### src/verilog/nmta_pkg.sv
package nmta_pkg;
  // ----------------------------------------
  // Message framing
  // ----------------------------------------
  localparam int MSG_BITS = 300;
  localparam logic [7:0] PREAMBLE = 8'h8b;
  localparam logic [5:0] TYPE_EPH1 = 6'h0a;
  localparam logic [5:0] DEFAULT_TYPE = 6'h00;
  localparam logic [8:0] POS_PRE_LAST = 9'd8;
  localparam logic [8:0] POS_TYPE_FIRST = 9'd15;
  localparam logic [8:0] POS_TYPE_LAST = 9'd20;
  localparam logic [8:0] POS_ALERT = 9'd38;
  localparam logic [8:0] POS_WEEK_FIRST = 9'd39;
  localparam logic [8:0] POS_HEALTH_L1 = 9'd52;
  localparam logic [8:0] POS_TOP_FIRST = 9'd55;
  localparam logic [8:0] POS_ACC_FIRST = 9'd66;
  localparam logic [8:0] POS_ACC_LAST = 9'd70;
  localparam logic [8:0] POS_ISF = 9'd272;
  localparam logic [8:0] POS_PHASE = 9'd273;
  localparam logic [8:0] POS_LAST = 9'd300;
  localparam logic [8:0] POS_SAT_FIRST = 9'd9;
  localparam logic [8:0] POS_FILL_LAST = 9'd276;
  localparam logic [8:0] POS_HEALTH_L5 = 9'd54;
  localparam logic [8:0] POS_TOP_LAST = 9'd65;
  localparam int SAT_W = 6;
  localparam int TYPE_W = 6;
  localparam int HEALTH_W = 3;
  localparam logic [2:0] HEALTH_RST = 3'h7;
  localparam int WEEK_W = 13;
  localparam int TOP_W = 11;
  localparam int ACC_W = 5;
  // ----------------------------------------
  // Accuracy index encoding
  // ----------------------------------------
  localparam logic signed [4:0] ACC_NONE = 5'sh0f;
  localparam logic signed [4:0] ACC_MIN = 5'sh10;
  localparam logic [11:0] ISF_SCALE_LEGACY = 12'h1ba;
  localparam logic [11:0] ISF_SCALE_ENH = 12'h23d;
  // ----------------------------------------
  // Register map
  // ----------------------------------------
  localparam logic [3:0] REG_CTRL = 4'h0;
  localparam logic [3:0] REG_WEEK = 4'h1;
  localparam logic [3:0] REG_TOP = 4'h2;
  localparam logic [3:0] REG_FLAGS = 4'h3;
  localparam logic [3:0] REG_STATUS = 4'h4;
  localparam logic [3:0] REG_MASK = 4'h5;
  localparam logic [3:0] REG_LOAD = 4'h6;
  localparam int EVT_SENT = 0;
  localparam int EVT_ERR = 1;
  localparam int EVT_W = 2;
endpackage
### src/verilog/nmta_framer.sv
// Strobed register access and the register offsets were chosen for this implementation.
`timescale 1ns/1ps
module nmta_framer #(
  parameter logic [5:0] SAT_NUMBER = 6'h01 // Arbitrary satellite number
) (
  input wire logic CORE_CLK_I, // Clock 100 MHz
  input wire logic SRST_I, // Sync reset, high
  input wire logic [3:0] REG_ADDR_I, // Register index
  input wire logic [31:0] REG_WDATA_I, // Write data
  input wire logic REG_WR_I, // Write strobe
  input wire logic REG_RD_I, // Read strobe
  input wire logic BIT_ENABLE_I, // One-cycle bit tick
  output logic [31:0] REG_RDATA_O, // Read data
  output logic NAV_BIT_O, // Serial message bit
  output logic NAV_BIT_VALID_O, // Bit valid pulse
  output logic MSG_START_O, // First bit pulse
  output logic IRQ_O // Level interrupt
);

  // ----------------------------------------
  // Registers
  // ----------------------------------------
  logic enable_q;
  logic [nmta_pkg::WEEK_W-1:0] week_q;
  logic [nmta_pkg::TOP_W-1:0] top_q;
  logic [2:0] health_q;
  logic signed [nmta_pkg::ACC_W-1:0] acc_idx_q;
  logic integrity_level_flag_q;
  logic phase_flag_q;
  logic alert_q;
  logic [nmta_pkg::EVT_W-1:0] status_q;
  logic [nmta_pkg::EVT_W-1:0] mask_q;
  logic load_pend_q;
  logic [8:0] pos_q;
  logic busy_q;
  // Snapshot taken at message start
  logic [nmta_pkg::WEEK_W-1:0] s_week_q;
  logic [nmta_pkg::TOP_W-1:0] s_top_q;
  logic [2:0] s_health_q;
  logic [nmta_pkg::ACC_W-1:0] s_acc_q;
  logic s_isf_q;
  logic s_phase_q;
  logic s_alert_q;
  logic s_type10_q;
  logic evt_sent;
  logic evt_err;
  logic cur_bit;

  function automatic logic field_bit(input logic [15:0] val, input logic [8:0] pos,
                                     input logic [8:0] first, input int width);
    logic [8:0] off;
    off = pos - first;
    field_bit = val[width - 1 - int'(off)];
  endfunction

  function automatic logic in_field(input logic [8:0] pos, input logic [8:0] first, input int width);
    in_field = (pos >= first) && (pos < first + 9'(width));
  endfunction

  // ----------------------------------------
  // Register writes
  // ----------------------------------------
  always_ff @(posedge CORE_CLK_I) begin
    if (SRST_I) begin
      enable_q <= 1'b0;
      week_q <= '0;
      top_q <= '0;
      health_q <= nmta_pkg::HEALTH_RST;
      acc_idx_q <= nmta_pkg::ACC_NONE;
      integrity_level_flag_q <= 1'b0;
      phase_flag_q <= 1'b0;
      alert_q <= 1'b0;
      mask_q <= '0;
    end else if (REG_WR_I) begin
      if (REG_ADDR_I == nmta_pkg::REG_CTRL) begin
        enable_q <= REG_WDATA_I[0];
      end else if (REG_ADDR_I == nmta_pkg::REG_WEEK) begin
        week_q <= REG_WDATA_I[nmta_pkg::WEEK_W-1:0];
      end else if (REG_ADDR_I == nmta_pkg::REG_TOP) begin
        top_q <= REG_WDATA_I[nmta_pkg::TOP_W-1:0];
      end else if (REG_ADDR_I == nmta_pkg::REG_FLAGS) begin
        health_q <= REG_WDATA_I[2:0];
        acc_idx_q <= REG_WDATA_I[8:4];
        integrity_level_flag_q <= REG_WDATA_I[12];
        phase_flag_q <= REG_WDATA_I[13];
        alert_q <= REG_WDATA_I[14];
      end else if (REG_ADDR_I == nmta_pkg::REG_MASK) begin
        mask_q <= REG_WDATA_I[nmta_pkg::EVT_W-1:0];
      end
    end
  end

  // Load request: next message carries the type-10 layout
  always_ff @(posedge CORE_CLK_I) begin
    if (SRST_I) begin
      load_pend_q <= 1'b0;
    end else if (REG_WR_I && REG_ADDR_I == nmta_pkg::REG_LOAD && REG_WDATA_I[0]) begin
      load_pend_q <= 1'b1;
    end else if (BIT_ENABLE_I && enable_q && (!busy_q || pos_q == nmta_pkg::POS_LAST)) begin
      load_pend_q <= 1'b0;
    end
  end

  // ----------------------------------------
  // Bit sequencer
  // ----------------------------------------
  always_ff @(posedge CORE_CLK_I) begin
    if (SRST_I) begin
      pos_q <= 9'h000;
      busy_q <= 1'b0;
      s_week_q <= '0;
      s_top_q <= '0;
      s_health_q <= '0;
      s_acc_q <= '0;
      s_isf_q <= 1'b0;
      s_phase_q <= 1'b0;
      s_alert_q <= 1'b0;
      s_type10_q <= 1'b0;
    end else if (BIT_ENABLE_I) begin
      if (!busy_q) begin
        if (enable_q) begin
          busy_q <= 1'b1;
          pos_q <= 9'h001;
          s_week_q <= week_q;
          s_top_q <= top_q;
          s_health_q <= health_q;
          s_acc_q <= acc_idx_q;
          s_isf_q <= integrity_level_flag_q;
          s_phase_q <= phase_flag_q;
          s_alert_q <= alert_q;
          s_type10_q <= load_pend_q;
        end
      end else if (pos_q == nmta_pkg::POS_LAST) begin
        busy_q <= enable_q;
        pos_q <= enable_q ? 9'h001 : 9'h000;
        s_week_q <= week_q;
        s_top_q <= top_q;
        s_health_q <= health_q;
        s_acc_q <= acc_idx_q;
        s_isf_q <= integrity_level_flag_q;
        s_phase_q <= phase_flag_q;
        s_alert_q <= alert_q;
        s_type10_q <= load_pend_q;
      end else begin
        pos_q <= pos_q + 9'h001;
      end
    end
  end

  // Bit mux; default message fills with alternating ones and zeros
  always_comb begin
    cur_bit = 1'b0;
    if (pos_q != 9'h000 && pos_q <= nmta_pkg::POS_PRE_LAST) begin
      cur_bit = nmta_pkg::PREAMBLE[3'(nmta_pkg::POS_PRE_LAST - pos_q)];
    end else if (in_field(pos_q, nmta_pkg::POS_SAT_FIRST, nmta_pkg::SAT_W)) begin
      cur_bit = field_bit(16'(SAT_NUMBER), pos_q, nmta_pkg::POS_SAT_FIRST, nmta_pkg::SAT_W);
    end else if (in_field(pos_q, nmta_pkg::POS_TYPE_FIRST, nmta_pkg::TYPE_W)) begin
      cur_bit = field_bit(s_type10_q ? 16'(nmta_pkg::TYPE_EPH1) : 16'(nmta_pkg::DEFAULT_TYPE),
                          pos_q, nmta_pkg::POS_TYPE_FIRST, nmta_pkg::TYPE_W);
    end else if (pos_q == nmta_pkg::POS_ALERT) begin
      cur_bit = s_alert_q;
    end else if (pos_q < nmta_pkg::POS_WEEK_FIRST) begin
      cur_bit = 1'b0;
    end else if (!s_type10_q) begin
      cur_bit = (pos_q <= nmta_pkg::POS_FILL_LAST) ? pos_q[0] : 1'b0;
    end else if (in_field(pos_q, nmta_pkg::POS_WEEK_FIRST, nmta_pkg::WEEK_W)) begin
      cur_bit = field_bit(16'(s_week_q), pos_q, nmta_pkg::POS_WEEK_FIRST, nmta_pkg::WEEK_W);
    end else if (in_field(pos_q, nmta_pkg::POS_HEALTH_L1, nmta_pkg::HEALTH_W)) begin
      cur_bit = field_bit(16'(s_health_q), pos_q, nmta_pkg::POS_HEALTH_L1, nmta_pkg::HEALTH_W);
    end else if (in_field(pos_q, nmta_pkg::POS_TOP_FIRST, nmta_pkg::TOP_W)) begin
      cur_bit = field_bit(16'(s_top_q), pos_q, nmta_pkg::POS_TOP_FIRST, nmta_pkg::TOP_W);
    end else if (in_field(pos_q, nmta_pkg::POS_ACC_FIRST, nmta_pkg::ACC_W)) begin
      cur_bit = field_bit(16'(s_acc_q), pos_q, nmta_pkg::POS_ACC_FIRST, nmta_pkg::ACC_W);
    end else if (pos_q == nmta_pkg::POS_ISF) begin
      cur_bit = s_isf_q;
    end else if (pos_q == nmta_pkg::POS_PHASE) begin
      cur_bit = s_phase_q;
    end
  end

  always_ff @(posedge CORE_CLK_I) begin
    if (SRST_I) begin
      NAV_BIT_O <= 1'b0;
      NAV_BIT_VALID_O <= 1'b0;
      MSG_START_O <= 1'b0;
    end else begin
      NAV_BIT_VALID_O <= BIT_ENABLE_I && busy_q;
      MSG_START_O <= BIT_ENABLE_I && busy_q && pos_q == 9'h001;
      if (BIT_ENABLE_I && busy_q) begin
        NAV_BIT_O <= cur_bit;
      end
    end
  end

  // ----------------------------------------
  // Interrupts
  // ----------------------------------------
  assign evt_sent = BIT_ENABLE_I && busy_q && pos_q == nmta_pkg::POS_LAST;
  assign evt_err = REG_WR_I && REG_ADDR_I == nmta_pkg::REG_LOAD && load_pend_q;

  always_ff @(posedge CORE_CLK_I) begin
    if (SRST_I) begin
      status_q <= '0;
    end else begin
      status_q <= (status_q & ~((REG_WR_I && REG_ADDR_I == nmta_pkg::REG_STATUS) ?
                   REG_WDATA_I[nmta_pkg::EVT_W-1:0] : '0))
                  | {evt_err, evt_sent};
    end
  end

  always_ff @(posedge CORE_CLK_I) begin
    if (SRST_I) begin
      IRQ_O <= 1'b0;
    end else begin
      IRQ_O <= |(status_q & mask_q);
    end
  end

  // ----------------------------------------
  // Register reads
  // ----------------------------------------
  always_ff @(posedge CORE_CLK_I) begin
    if (SRST_I) begin
      REG_RDATA_O <= '0;
    end else if (REG_RD_I) begin
      if (REG_ADDR_I == nmta_pkg::REG_CTRL) begin
        REG_RDATA_O <= {22'h0, busy_q, pos_q};
      end else if (REG_ADDR_I == nmta_pkg::REG_WEEK) begin
        REG_RDATA_O <= 32'(week_q);
      end else if (REG_ADDR_I == nmta_pkg::REG_TOP) begin
        REG_RDATA_O <= 32'(top_q);
      end else if (REG_ADDR_I == nmta_pkg::REG_FLAGS) begin
        REG_RDATA_O <= {17'h0, alert_q, phase_flag_q, integrity_level_flag_q, 3'h0, acc_idx_q, 1'b0, health_q};
      end else if (REG_ADDR_I == nmta_pkg::REG_STATUS) begin
        REG_RDATA_O <= 32'(status_q);
      end else if (REG_ADDR_I == nmta_pkg::REG_MASK) begin
        REG_RDATA_O <= 32'(mask_q);
      end else if (REG_ADDR_I == nmta_pkg::REG_LOAD) begin
        REG_RDATA_O <= 32'(load_pend_q);
      end else begin
        REG_RDATA_O <= '0;
      end
    end else begin
      REG_RDATA_O <= '0;
    end
  end
endmodule

### config.mk
export PLATFORM = sky130hd
export DESIGN_NAME = nmta_framer
export DESIGN_NICKNAME = d
export VERILOG_FILES = /design/src/verilog/nmta_pkg.sv /design/src/verilog/nmta_framer.sv
export SDC_FILE = /design/constraint.sdc
export NUM_CORES = 1
export LEC_CHECK = 0
export BUFFER_PORTS_ARGS = -buffer_cell sky130_fd_sc_hd__buf_4
export CORE_ASPECT_RATIO = 1.1
export CORE_MARGIN = 3
export CORE_UTILIZATION = 35
export DETAILED_ROUTE_END_ITERATION = 10
export PLACE_DENSITY_LB_ADDON = 0.25
export SYNTH_ARGS = -nofsm -noshare
export SYNTH_HDL_FRONTEND = slang
export SYNTH_SLANG_ARGS = --single-unit
### constraint.sdc
create_clock -name CORE_CLK_I -period 4.5 [get_ports CORE_CLK_I]
set_input_delay 0.45 -clock CORE_CLK_I [delete_from_list [all_inputs] [get_ports CORE_CLK_I]]
set_output_delay 0.45 -clock CORE_CLK_I [all_outputs]
set_load 0.005 [all_outputs]
After elaboration in Yosys (flattened, before gate mapping)
Memories as Yosys holds them, arrays and structs flattened. Index checks and enable logic that the tools add are counted.

Register bits after elaboration: 123. Bits in read-only memories: 24. Input port bits: 41. Output and inout port bits: 36. Memories kept: 2.

$add $sub $neg: 14. Order comparisons: 22. Equality and inequality tests: 12. Multiplexer cells: 73. Bitwise gates (word level): 9. Reduce and logical (&&, ||, !) cells: 34.

Memories: (name not given) (depth 16, width 1, read ports 1, clocked after memory_dff 0, wr ports 0, RTL line nmta_framer.sv:53) `field_bit = val[width - 1 - int'(off)];`; (name not given) (depth 8, width 1, read ports 1, clocked after memory_dff 0, wr ports 0, RTL line nmta_framer.sv:154) `cur_bit = nmta_pkg::PREAMBLE[3'(nmta_pkg::POS_PRE_LAST - pos_q)];`.

Operators by type and width (count): $mux 13 (5); $lt 10x6->1 const B (6); $mux 1 (45); $mux 11 (3); $sub 3x9->10 const A (3); $eq 9x9->1 const B (3); $ge 9x6->1 const B (3); $lt 9x6->1 const B (3); $mux 9 (3); $sub 9x6->9 const B (3); $bmux 1 s4 (5); $sub 4x9->10 const A (2); $ge 9x4->1 const B (2); $lt 9x7->1 const B (2); $sub 9x4->9 const B (2); $logic_and 1x1->1 (16); $mux 15 (1); $mux 5 (3); $eq 4x3->1 const B (3); $mux 10 (1); $sub 2x9->10 const A (1); $add 9x1->9 const B (1); $eq 9x1->1 const B (1); $eq 9x6->1 const B (1); other kinds (32) (46).

Logic depth before layout (Yosys ltp)
Gate-level depths: netlist of run 1.

Depth in word-level cells: 15. Mapped depth: 13. Gate-level depth less buffers: 10.

Worst setup path before layout of run 1
OpenSTA, ideal clock, no wires.

Kind: register -> register. From: register pos_q[0]. To: register NAV_BIT_O. Data arrival time: 3331 ps. Required time: 4384 ps. Path slack: 1053 ps. Cell stages (with the launch flop): 10. Buffers on the path: 3. Clock period less this slack: 3447 ps. Cell sequence: dfxtp_1 -> clkbuf_1 -> buf_1 -> inv_1 -> ha_1 -> clkbuf_1 -> mux4_2 -> mux4_2 -> or4b_1 -> a31o_1.

Longest elaborated chain between the ends: 15. Elaborated cells between the ends (all ways): 72.

Ends and longest elaborated chain: from (decl) (RTL line nmta_framer.sv:34) `logic [8:0] pos_q;`; from (signal assigned) (RTL line nmta_framer.sv:135) `pos_q <= enable_q ? 9'h001 : 9'h000;`; from (signal assigned) (RTL line nmta_framer.sv:145) `pos_q <= pos_q + 9'h001;`; $sub 9x7->9 (RTL line nmta_framer.sv:52) `off = pos - first;`; $sub 3x9->10 (RTL line nmta_framer.sv:53); $bmux 1 s4 (RTL line nmta_framer.sv:53); $mux 1 (implied by the code) (2 in series) (RTL line nmta_framer.sv:53); $mux 1 (RTL line nmta_framer.sv:172) `end else if (in_field(pos_q, nmta_pkg::POS_ACC_FIRST, nmta_pkg::ACC_W)) begin`; $mux 1 (RTL line nmta_framer.sv:170) `end else if (in_field(pos_q, nmta_pkg::POS_TOP_FIRST, nmta_pkg::TOP_W)) begin`; $mux 1 (RTL line nmta_framer.sv:168) `end else if (in_field(pos_q, nmta_pkg::POS_HEALTH_L1, nmta_pkg::HEALTH_W)) begin`; $mux 1 (RTL line nmta_framer.sv:166) `end else if (in_field(pos_q, nmta_pkg::POS_WEEK_FIRST, nmta_pkg::WEEK_W)) begin`; $mux 1 (RTL line nmta_framer.sv:164) `end else if (!s_type10_q) begin`; $mux 1 (RTL line nmta_framer.sv:162) `end else if (pos_q < nmta_pkg::POS_WEEK_FIRST) begin`; $mux 1 (RTL line nmta_framer.sv:160) `end else if (pos_q == nmta_pkg::POS_ALERT) begin`; $mux 1 (RTL line nmta_framer.sv:157) `end else if (in_field(pos_q, nmta_pkg::POS_TYPE_FIRST, nmta_pkg::TYPE_W)) begin`; $mux 1 (RTL line nmta_framer.sv:155) `end else if (in_field(pos_q, nmta_pkg::POS_SAT_FIRST, nmta_pkg::SAT_W)) begin`; $mux 1 (*) (RTL line nmta_framer.sv:153) `if (pos_q != 9'h000 && pos_q <= nmta_pkg::POS_PRE_LAST) begin`; to (signal assigned) (RTL line nmta_framer.sv:190) `NAV_BIT_O <= cur_bit;`; to (decl) (RTL line nmta_framer.sv:14) `output logic NAV_BIT_O,`.

Mark *: on every way between the ends. The rest lies on a longest branch, timed or not. The select of a mux whose other input is x is not followed. A chain may end at the register's enable or synchronous reset.

Worst setup path in the final report of run 1
From: register pos_q[1]. To: register NAV_BIT_O.

The elaborated chain is that of the path after synthesis.

==> results of run 1 <==
path summary, 6_finish.rpt:
| kind | start | end | slack (ns) |
|---|---|---|---|
| setup / recovery | pos_q[1] | NAV_BIT_O | 1.13 |
| hold / removal | REG_ADDR_I[3] | REG_RDATA_O[0] | 0.31 |
| setup reg to reg | pos_q[1] | NAV_BIT_O | 1.13 |
| hold reg to reg | s_health_q[0] | s_health_q[0] | 0.46 |
Yosys cell counts, types with 2 or more instances:
master    instances
o21ai_0          16
a211o_1          10
a22oi_1          12
nand3_1          15
dfxtp_1         106
nand2b_1          3
a22o_1            6
nor2_1           57
mux4_2            8
nor3_1            6
o211ai_1          2
clkbuf_1         35
a311oi_1          2
mux2_2            8
buf_4            17
a21o_1            3
and4_1            2
a21oi_1          66
nand4_1           5
nand2_1         117
ha_1             19
mux2i_1          28
a211oi_1          4
a221oi_1          2
inv_1            14
and3_1            5
xnor2_1           9
nor2b_1          11
or3_1             2
xor2_1            6
buf_1             4
nor4b_1           2
buf_2             2
worst max-delay path, stage by stage (launching register included):
cell and delay, ns:
dfxtp_1 0.50, inv_1 0.22, ha_1 0.59, buf_4 0.27, mux4_2 0.52, mux4_2 0.48, or4b_1 0.47, a31o_1 0.22
metal layers:
layer | global-route usage, % | routed length [um] | vias to the layer above | share of wire [%]
met4 | 4.356 | 183 | 0 | 1.3
met1 | 24.50 | 6507 | 2115 | 47
met2 | 28.11 | 6493 | 113 | 47
met3 | 3.561 | 739 | 17 | 5.3
li1 | - | - | 2144 | -
met5 | 0 | 0 | - | 0
logic make-up after synthesis:
group	share of synthesized area, %
simple gates	19.58
compound gates	15.72
flops	40.40
buf+inv	6.408
mux	10.48
fa+ha+maj	4.526
xor+xnor	2.811
other cells	0.07139
stage by stage:
step                      cells  instance area, um^2
after detailed placement    823                 5635
final                       837                 5893
after CTS                   837                 5893
after global routing        837                 5893
after global placement      823                 5635
after floorplan             641                 5313
flip-flops by register name (all words and copies together), names as in the netlist, 5 cells and up:
signal,flops
pos_q,9
top_q,11
REG_RDATA_O,15
s_top_q,11
s_week_q,13
week_q,13
s_acc_q,5
acc_idx_q,5
cell type report:
class	count	area, um^2
inverters	14	52.55
flip-flops and latches	106	2122
well taps	192	240.2
multi-input cells	463	2860
clock inverters	4	28.78
clock buffers	10	229.0
repair buffers	48	360.3
fillers	1493	8668
power by group:
part           total (mW)  switching [mW]  internal [mW]
logic              0.0997          0.0632         0.0365
clock network       0.712           0.341          0.371
registers           0.950         0.00501          0.945
==> results.md, run 1 <==
* Post-layout util at 40.47%
* Final hold vios at 0
* H-tree depth at 3
* Ports at 77
* Remaining Overflow, GRT at 0
* Syn_area_per_cell at 8.404 um^2
* CTS root buffer: clkbuf_16
* Width of the die at 122.8 um
* Worst Reg-to-Reg Cells at 7
* Hold slack at 0.3132 ns
* Pwr Density at 298.9 nW/um^2
* Vias in the first global route at 4256
* Nets at 702
* Outcome: completed
* Clk_lat worst skew at 0.34 ns
* Sequential share of the synthesized area at 40.40%
* Rows at 46
* Most common library cell in the layout ignoring fill and taps: nand2_1
* Via count at 4389
* Main synth FF type: dfxtp_1
* Final Max Slew Viols at 0
* Most frequent cells in the layout: nand2_1 (117), dfxtp_1 (106), a21oi_1 (66), nor2_1 (56), buf_4 (48)
* Post-synth EDFFs at 0
* Setup Slack @ Placement at 1.114 ns
* Fmax achieved at 0.2965 GHz
* Worst setup EP type: flop
* Worst-Margin Slew at 0.9076 ns
* Synth area leader: dfxtp_1
* FFs w/ async S/R, synth at 0%
* Detailed Place HPWL at 10.00 mm
* Total core area at 14560 um^2
* Total Neg Setup Slack at 0 ns
* Pin count of the biggest net entering global routing at 85
* DIE AREA at 16520 um^2
* Area delta synth->final at 12.20%
* Post-route DRC at 0
* CP Data Arrival Time at 3.61 ns
* Remaining antenna violation count at 0
* CTS Sinks at 106
* First-pass GRT wire length at 22.98 mm
* Post-CTS setup buffer count at 0
* Wirelength per Cell at 16.64 um
* Netlist cell types at 54
* RD Place Congestion at 0.8991
* DR vias/cell at 5.244
* DRT iter0 DRCs at 260
* Total GRT Usage at 17.64%
* Maximum VDD drop at 0.2329 mV
* Proportion of layout cells with a drive suffix above 1 at 12.87%
* Top cells by area, synth: dfxtp_1 (40%), nand2_1 (8.4%), a21oi_1 (6.3%)
* CTS Buf Count at 9
* Clk pin slew, worst setup/hold paths at 0.07 ns
* Max transition margin at 39.49%
* Hold WC Path Type: input pin to flop
* Final setup fails at 0
* RSZ-0062 raised after global routing: false
* Flops & latches, synth at 106
* Design Power at 1.761 mW
* Type of origin of the critical path: flop
* Post-CTS Resized at 0
* Die H at 134.5 um
* Hold Path Depth at 2
* Buffers added on ports at 42
* Total of max-cap violations at 0
* Lkg Pwr at 2.209 nW
* # diodes at 0
* Tmin final at 3.373 ns
* Final worst slack at 1.127 ns
* Initial antenna violation count at 0
* Post-synth top area share at 40.40%
* TritonRoute pass-1 iters at 5
* Worst-path maximum fanout at 10
* Hold-fix buffers, CTS at 0
* Crit share post-route at 74.96%
* CTS tree: built
* Mapped Cells at 625
* Routed wire length at 13.92 mm
* Setup CP Type: flop to flop
* Synth warnings at 0
* Mapped cell area at 5253 um^2
* Clock Skew at 0.005409 ns
* Clock buffer depth at 2
* Starting Density at 36.07%
* Crit path required time at 4.74 ns
Note: power is estimated with default switching activity, not from simulation.
==> inputs of run 2 (changes only) <==
--- a/config.mk
+++ b/config.mk
@@ -5,6 +5,7 @@
 export SDC_FILE = /design/constraint.sdc
 export NUM_CORES = 1
 export LEC_CHECK = 0
+export ABC_AREA = 1
 export BUFFER_PORTS_ARGS = -buffer_cell sky130_fd_sc_hd__buf_4
 export CORE_ASPECT_RATIO = 1.1
 export CORE_MARGIN = 3
==> constraint.sdc (replaced) <==
create_clock -name CORE_CLK_I -period 3.25 [get_ports CORE_CLK_I]
set_input_delay 0.325 -clock CORE_CLK_I [delete_from_list [all_inputs] [get_ports CORE_CLK_I]]
set_output_delay 0.325 -clock CORE_CLK_I [all_outputs]
set_load 0.005 [all_outputs]
==> run 2 against run 1 <==
  * Critical path depth rose by 17
  * First-iteration DRC count rose by 72%
  * Fmax rose by 31%
  * Critical path type unchanged
  * Largest power group unchanged
==> results.md, run 2 <==
* Outcome: completed
* Hold-fix buffers, CTS at 0
* Pwr Density at 437.6 nW/um^2
* Sequential share of the synthesized area at 40.17%
* DR vias/cell at 5.026
* Ports at 77
* H-tree depth at 3
* Netlist cell types at 45
* Routed wire length at 15.10 mm
* Clock Skew at 0.005329 ns
* Hold Path Depth at 3
* Main synth FF type: dfxtp_1
* Vias in the first global route at 4418
* Post-synth EDFFs at 0
* Biggest register: REG_RDATA_O
* Worst-Margin Slew at 0.6901 ns
* GR peak layer: met2
* Post-CTS Resized at 0
* Final worst slack at 0.6789 ns
* Sequential cell area at 2122 um^2
* Hold slack at 0.1926 ns
* CTS tree: built
* Area delta synth->final at 13.36%
* Proportion of layout cells with a drive suffix above 1 at 13.03%
* Top cells by area, synth: dfxtp_1 (40%), nand2_1 (8.9%), a21oi_1 (7.8%)
* Initial antenna violation count at 0
* Setup CP Type: flop to flop
* Total of max-cap violations at 0
* FF-to-FF Start: pos_q[0]
* Synth area leader: dfxtp_1
* Post-layout util at 40.96%
* Lkg Pwr at 2.509 nW
* Post-CTS setup buffer count at 0
* Layout Cells excl Fill at 952
* CTS Buf Count at 9
* Via count at 4785
* Top-count cell post-synth: nand2_1
* Dpl cells at 936
* Buffers added on ports at 42
* Setup Slack @ Placement at 0.7058 ns
* Remaining antenna violation count at 0
* RSZ-0062 raised after global routing: false
* Crit path required time at 3.48 ns
* Worst Hold Path EP: health_q[2]
* DIE AREA at 16600 um^2
* FF-to-FF End: NAV_BIT_O
* Most instantiated cells after synthesis: nand2_1 (125), dfxtp_1 (106), a21oi_1 (82)
* Post-synth top area share at 40.17%
* Final Cell Area at 5988 um^2
* Detailed Place HPWL at 10.85 mm
* Clk_lat worst skew at 0.35 ns
* CTS Sinks at 106
* DRT iter0 DRCs at 446
* Most common library cell in the layout ignoring fill and taps: nand2_1
* Tmin final at 2.571 ns
* Type of origin of the critical path: flop
* Syn_area_per_cell at 7.337 um^2
* Crit share post-route at 79.11%
* Hold_sp: REG_WDATA_I[2]
* Most frequent cells in the layout: nand2_1 (125), dfxtp_1 (106), a21oi_1 (82), o21ai_0 (75), inv_1 (74)
* Total Neg Setup Slack at 0 ns
* Fmax achieved at 0.3889 GHz
* Critical-path top delay cell: dfxtp_1
* Met1 Use GR at 27.39%
* Post-route DRC at 0
* Most frequent CP cell: nand2_1
* CP delay by family, top: simple AND/OR/NAND/NOR gates
* GRT met2 Usage at 28.83%
* Multi-input logic area at 2615 um^2
* Crit-path cells: buf_4 -> ha_1 -> inv_1 -> nand2_2 -> nand2_4 -> inv_1 -> ha_1 -> nand2_1 -> nand2_1 -> inv_1 -> nand2_1 -> nand2_1 -> inv_1 -> nand3_1 -> nand2_1 -> nand3_1 -> nand3_1 -> nand2_1 -> nand3_1 -> nand3_1 -> nand2_1 -> nand2_1 -> nand2_1 -> a21oi_2
* FFs w/ async S/R, synth at 0%
* TritonRoute pass-1 iters at 5
* Crit path buffers/inverters at 5
* Starting Density at 36.13%
* Nets at 815
* Final hold vios at 0
* Max reg flops at 15
* Final setup fails at 0
* Remaining Overflow, GRT at 0
* Pin count of the biggest net entering global routing at 71
* Total GRT Usage at 18.99%
* CP Data Arrival Time at 2.81 ns
* RD Place Congestion at 0.8875
* GR Util met3 at 3.310%
* Worst setup EP type: flop
* Worst Reg-to-Reg Cells at 24
* Filler Cells Inserted at 1565
* First-pass GRT wire length at 24.21 mm
* Mapped Cells at 720
* Mapped cell area at 5283 um^2
* Area after DPL at 5698 um^2
* Wirelength per Cell at 15.86 um
* Clock buffer depth at 2
* Total core area at 14620 um^2
* Synth warnings at 0
* Maximum VDD drop at 0.3283 mV
* Hold WC Path Type: input pin to flop
* Max transition margin at 53.88%
* Width of the die at 123.1 um
* Final Max Slew Viols at 0
* Design Power at 2.621 mW
* Clk pin slew, worst setup/hold paths at 0.07 ns
* Setup slack, reg-to-reg at 0.68 ns
* Die H at 134.9 um
* Biggest regs: REG_RDATA_O x15, s_week_q x13, week_q x13
* Rows at 46
* # diodes at 0
* CTS root buffer: clkbuf_16
* Worst-path maximum fanout at 14
* Flops & latches, synth at 106
* CP max stage delay at 0.36 ns
==> run 2: cell type report <==
type                       instances  area share [%]
sequential                       106           35.44
inverter                          84           5.265
clock buffer                      12           4.283
clock inverter                     4          0.5641
tap                              192           4.012
timing repair buffer              54           6.770
multi-input combinational        500           43.67
==> run 2: worst max path at each step <==
stage                     cells after the start   endpoint  slack (ns)     start
after floorplan                              23  NAV_BIT_O        0.86  pos_q[0]
final                                        24  NAV_BIT_O        0.68  pos_q[0]
after global routing                         24  NAV_BIT_O        0.31  pos_q[0]
after CTS                                    24  NAV_BIT_O        0.68  pos_q[0]
after detailed placement                     24  NAV_BIT_O        0.71  pos_q[0]
after global placement                       24  NAV_BIT_O        0.71  pos_q[0]
==> run 2: power by group <==
group          internal, mW  switching [mW]
sequential             1.32          0.0145
clock                 0.571           0.502
combinational        0.0730           0.139
total                  1.97           0.655
==> run 2: per-layer routing <==
metal / vias to the layer above / part of all wire (%)
li1: 2409 / -
met1: 2228 / 48
met2: 128 / 46
met3: 20 / 4.9
met4: 0 / 1.7
met5: - / 0
==> run 2: logic make-up (layout without fill, tap and decap cells) <==
| family | after synthesis | in the layout | share of synthesized area [%] |
|---|---|---|---|
| xor gates and xnor gates | 10 | 10 | 1.800 |
| DFF | 106 | 106 | 40.17 |
| buffers and inverters | 130 | 154 | 11.46 |
| and+or+nand+nor | 262 | 262 | 22.48 |
| other | 1 | 17 | 0.07099 |
| AOI/OAI and AO/OA | 192 | 192 | 19.52 |
| adders and majority gates | 19 | 19 | 4.500 |
==> run 2: worst min-delay path, cell delays in order <==
cell and delay [ns]:
buf_4 0.09, nand2_1 0.04, nand3_1 0.05
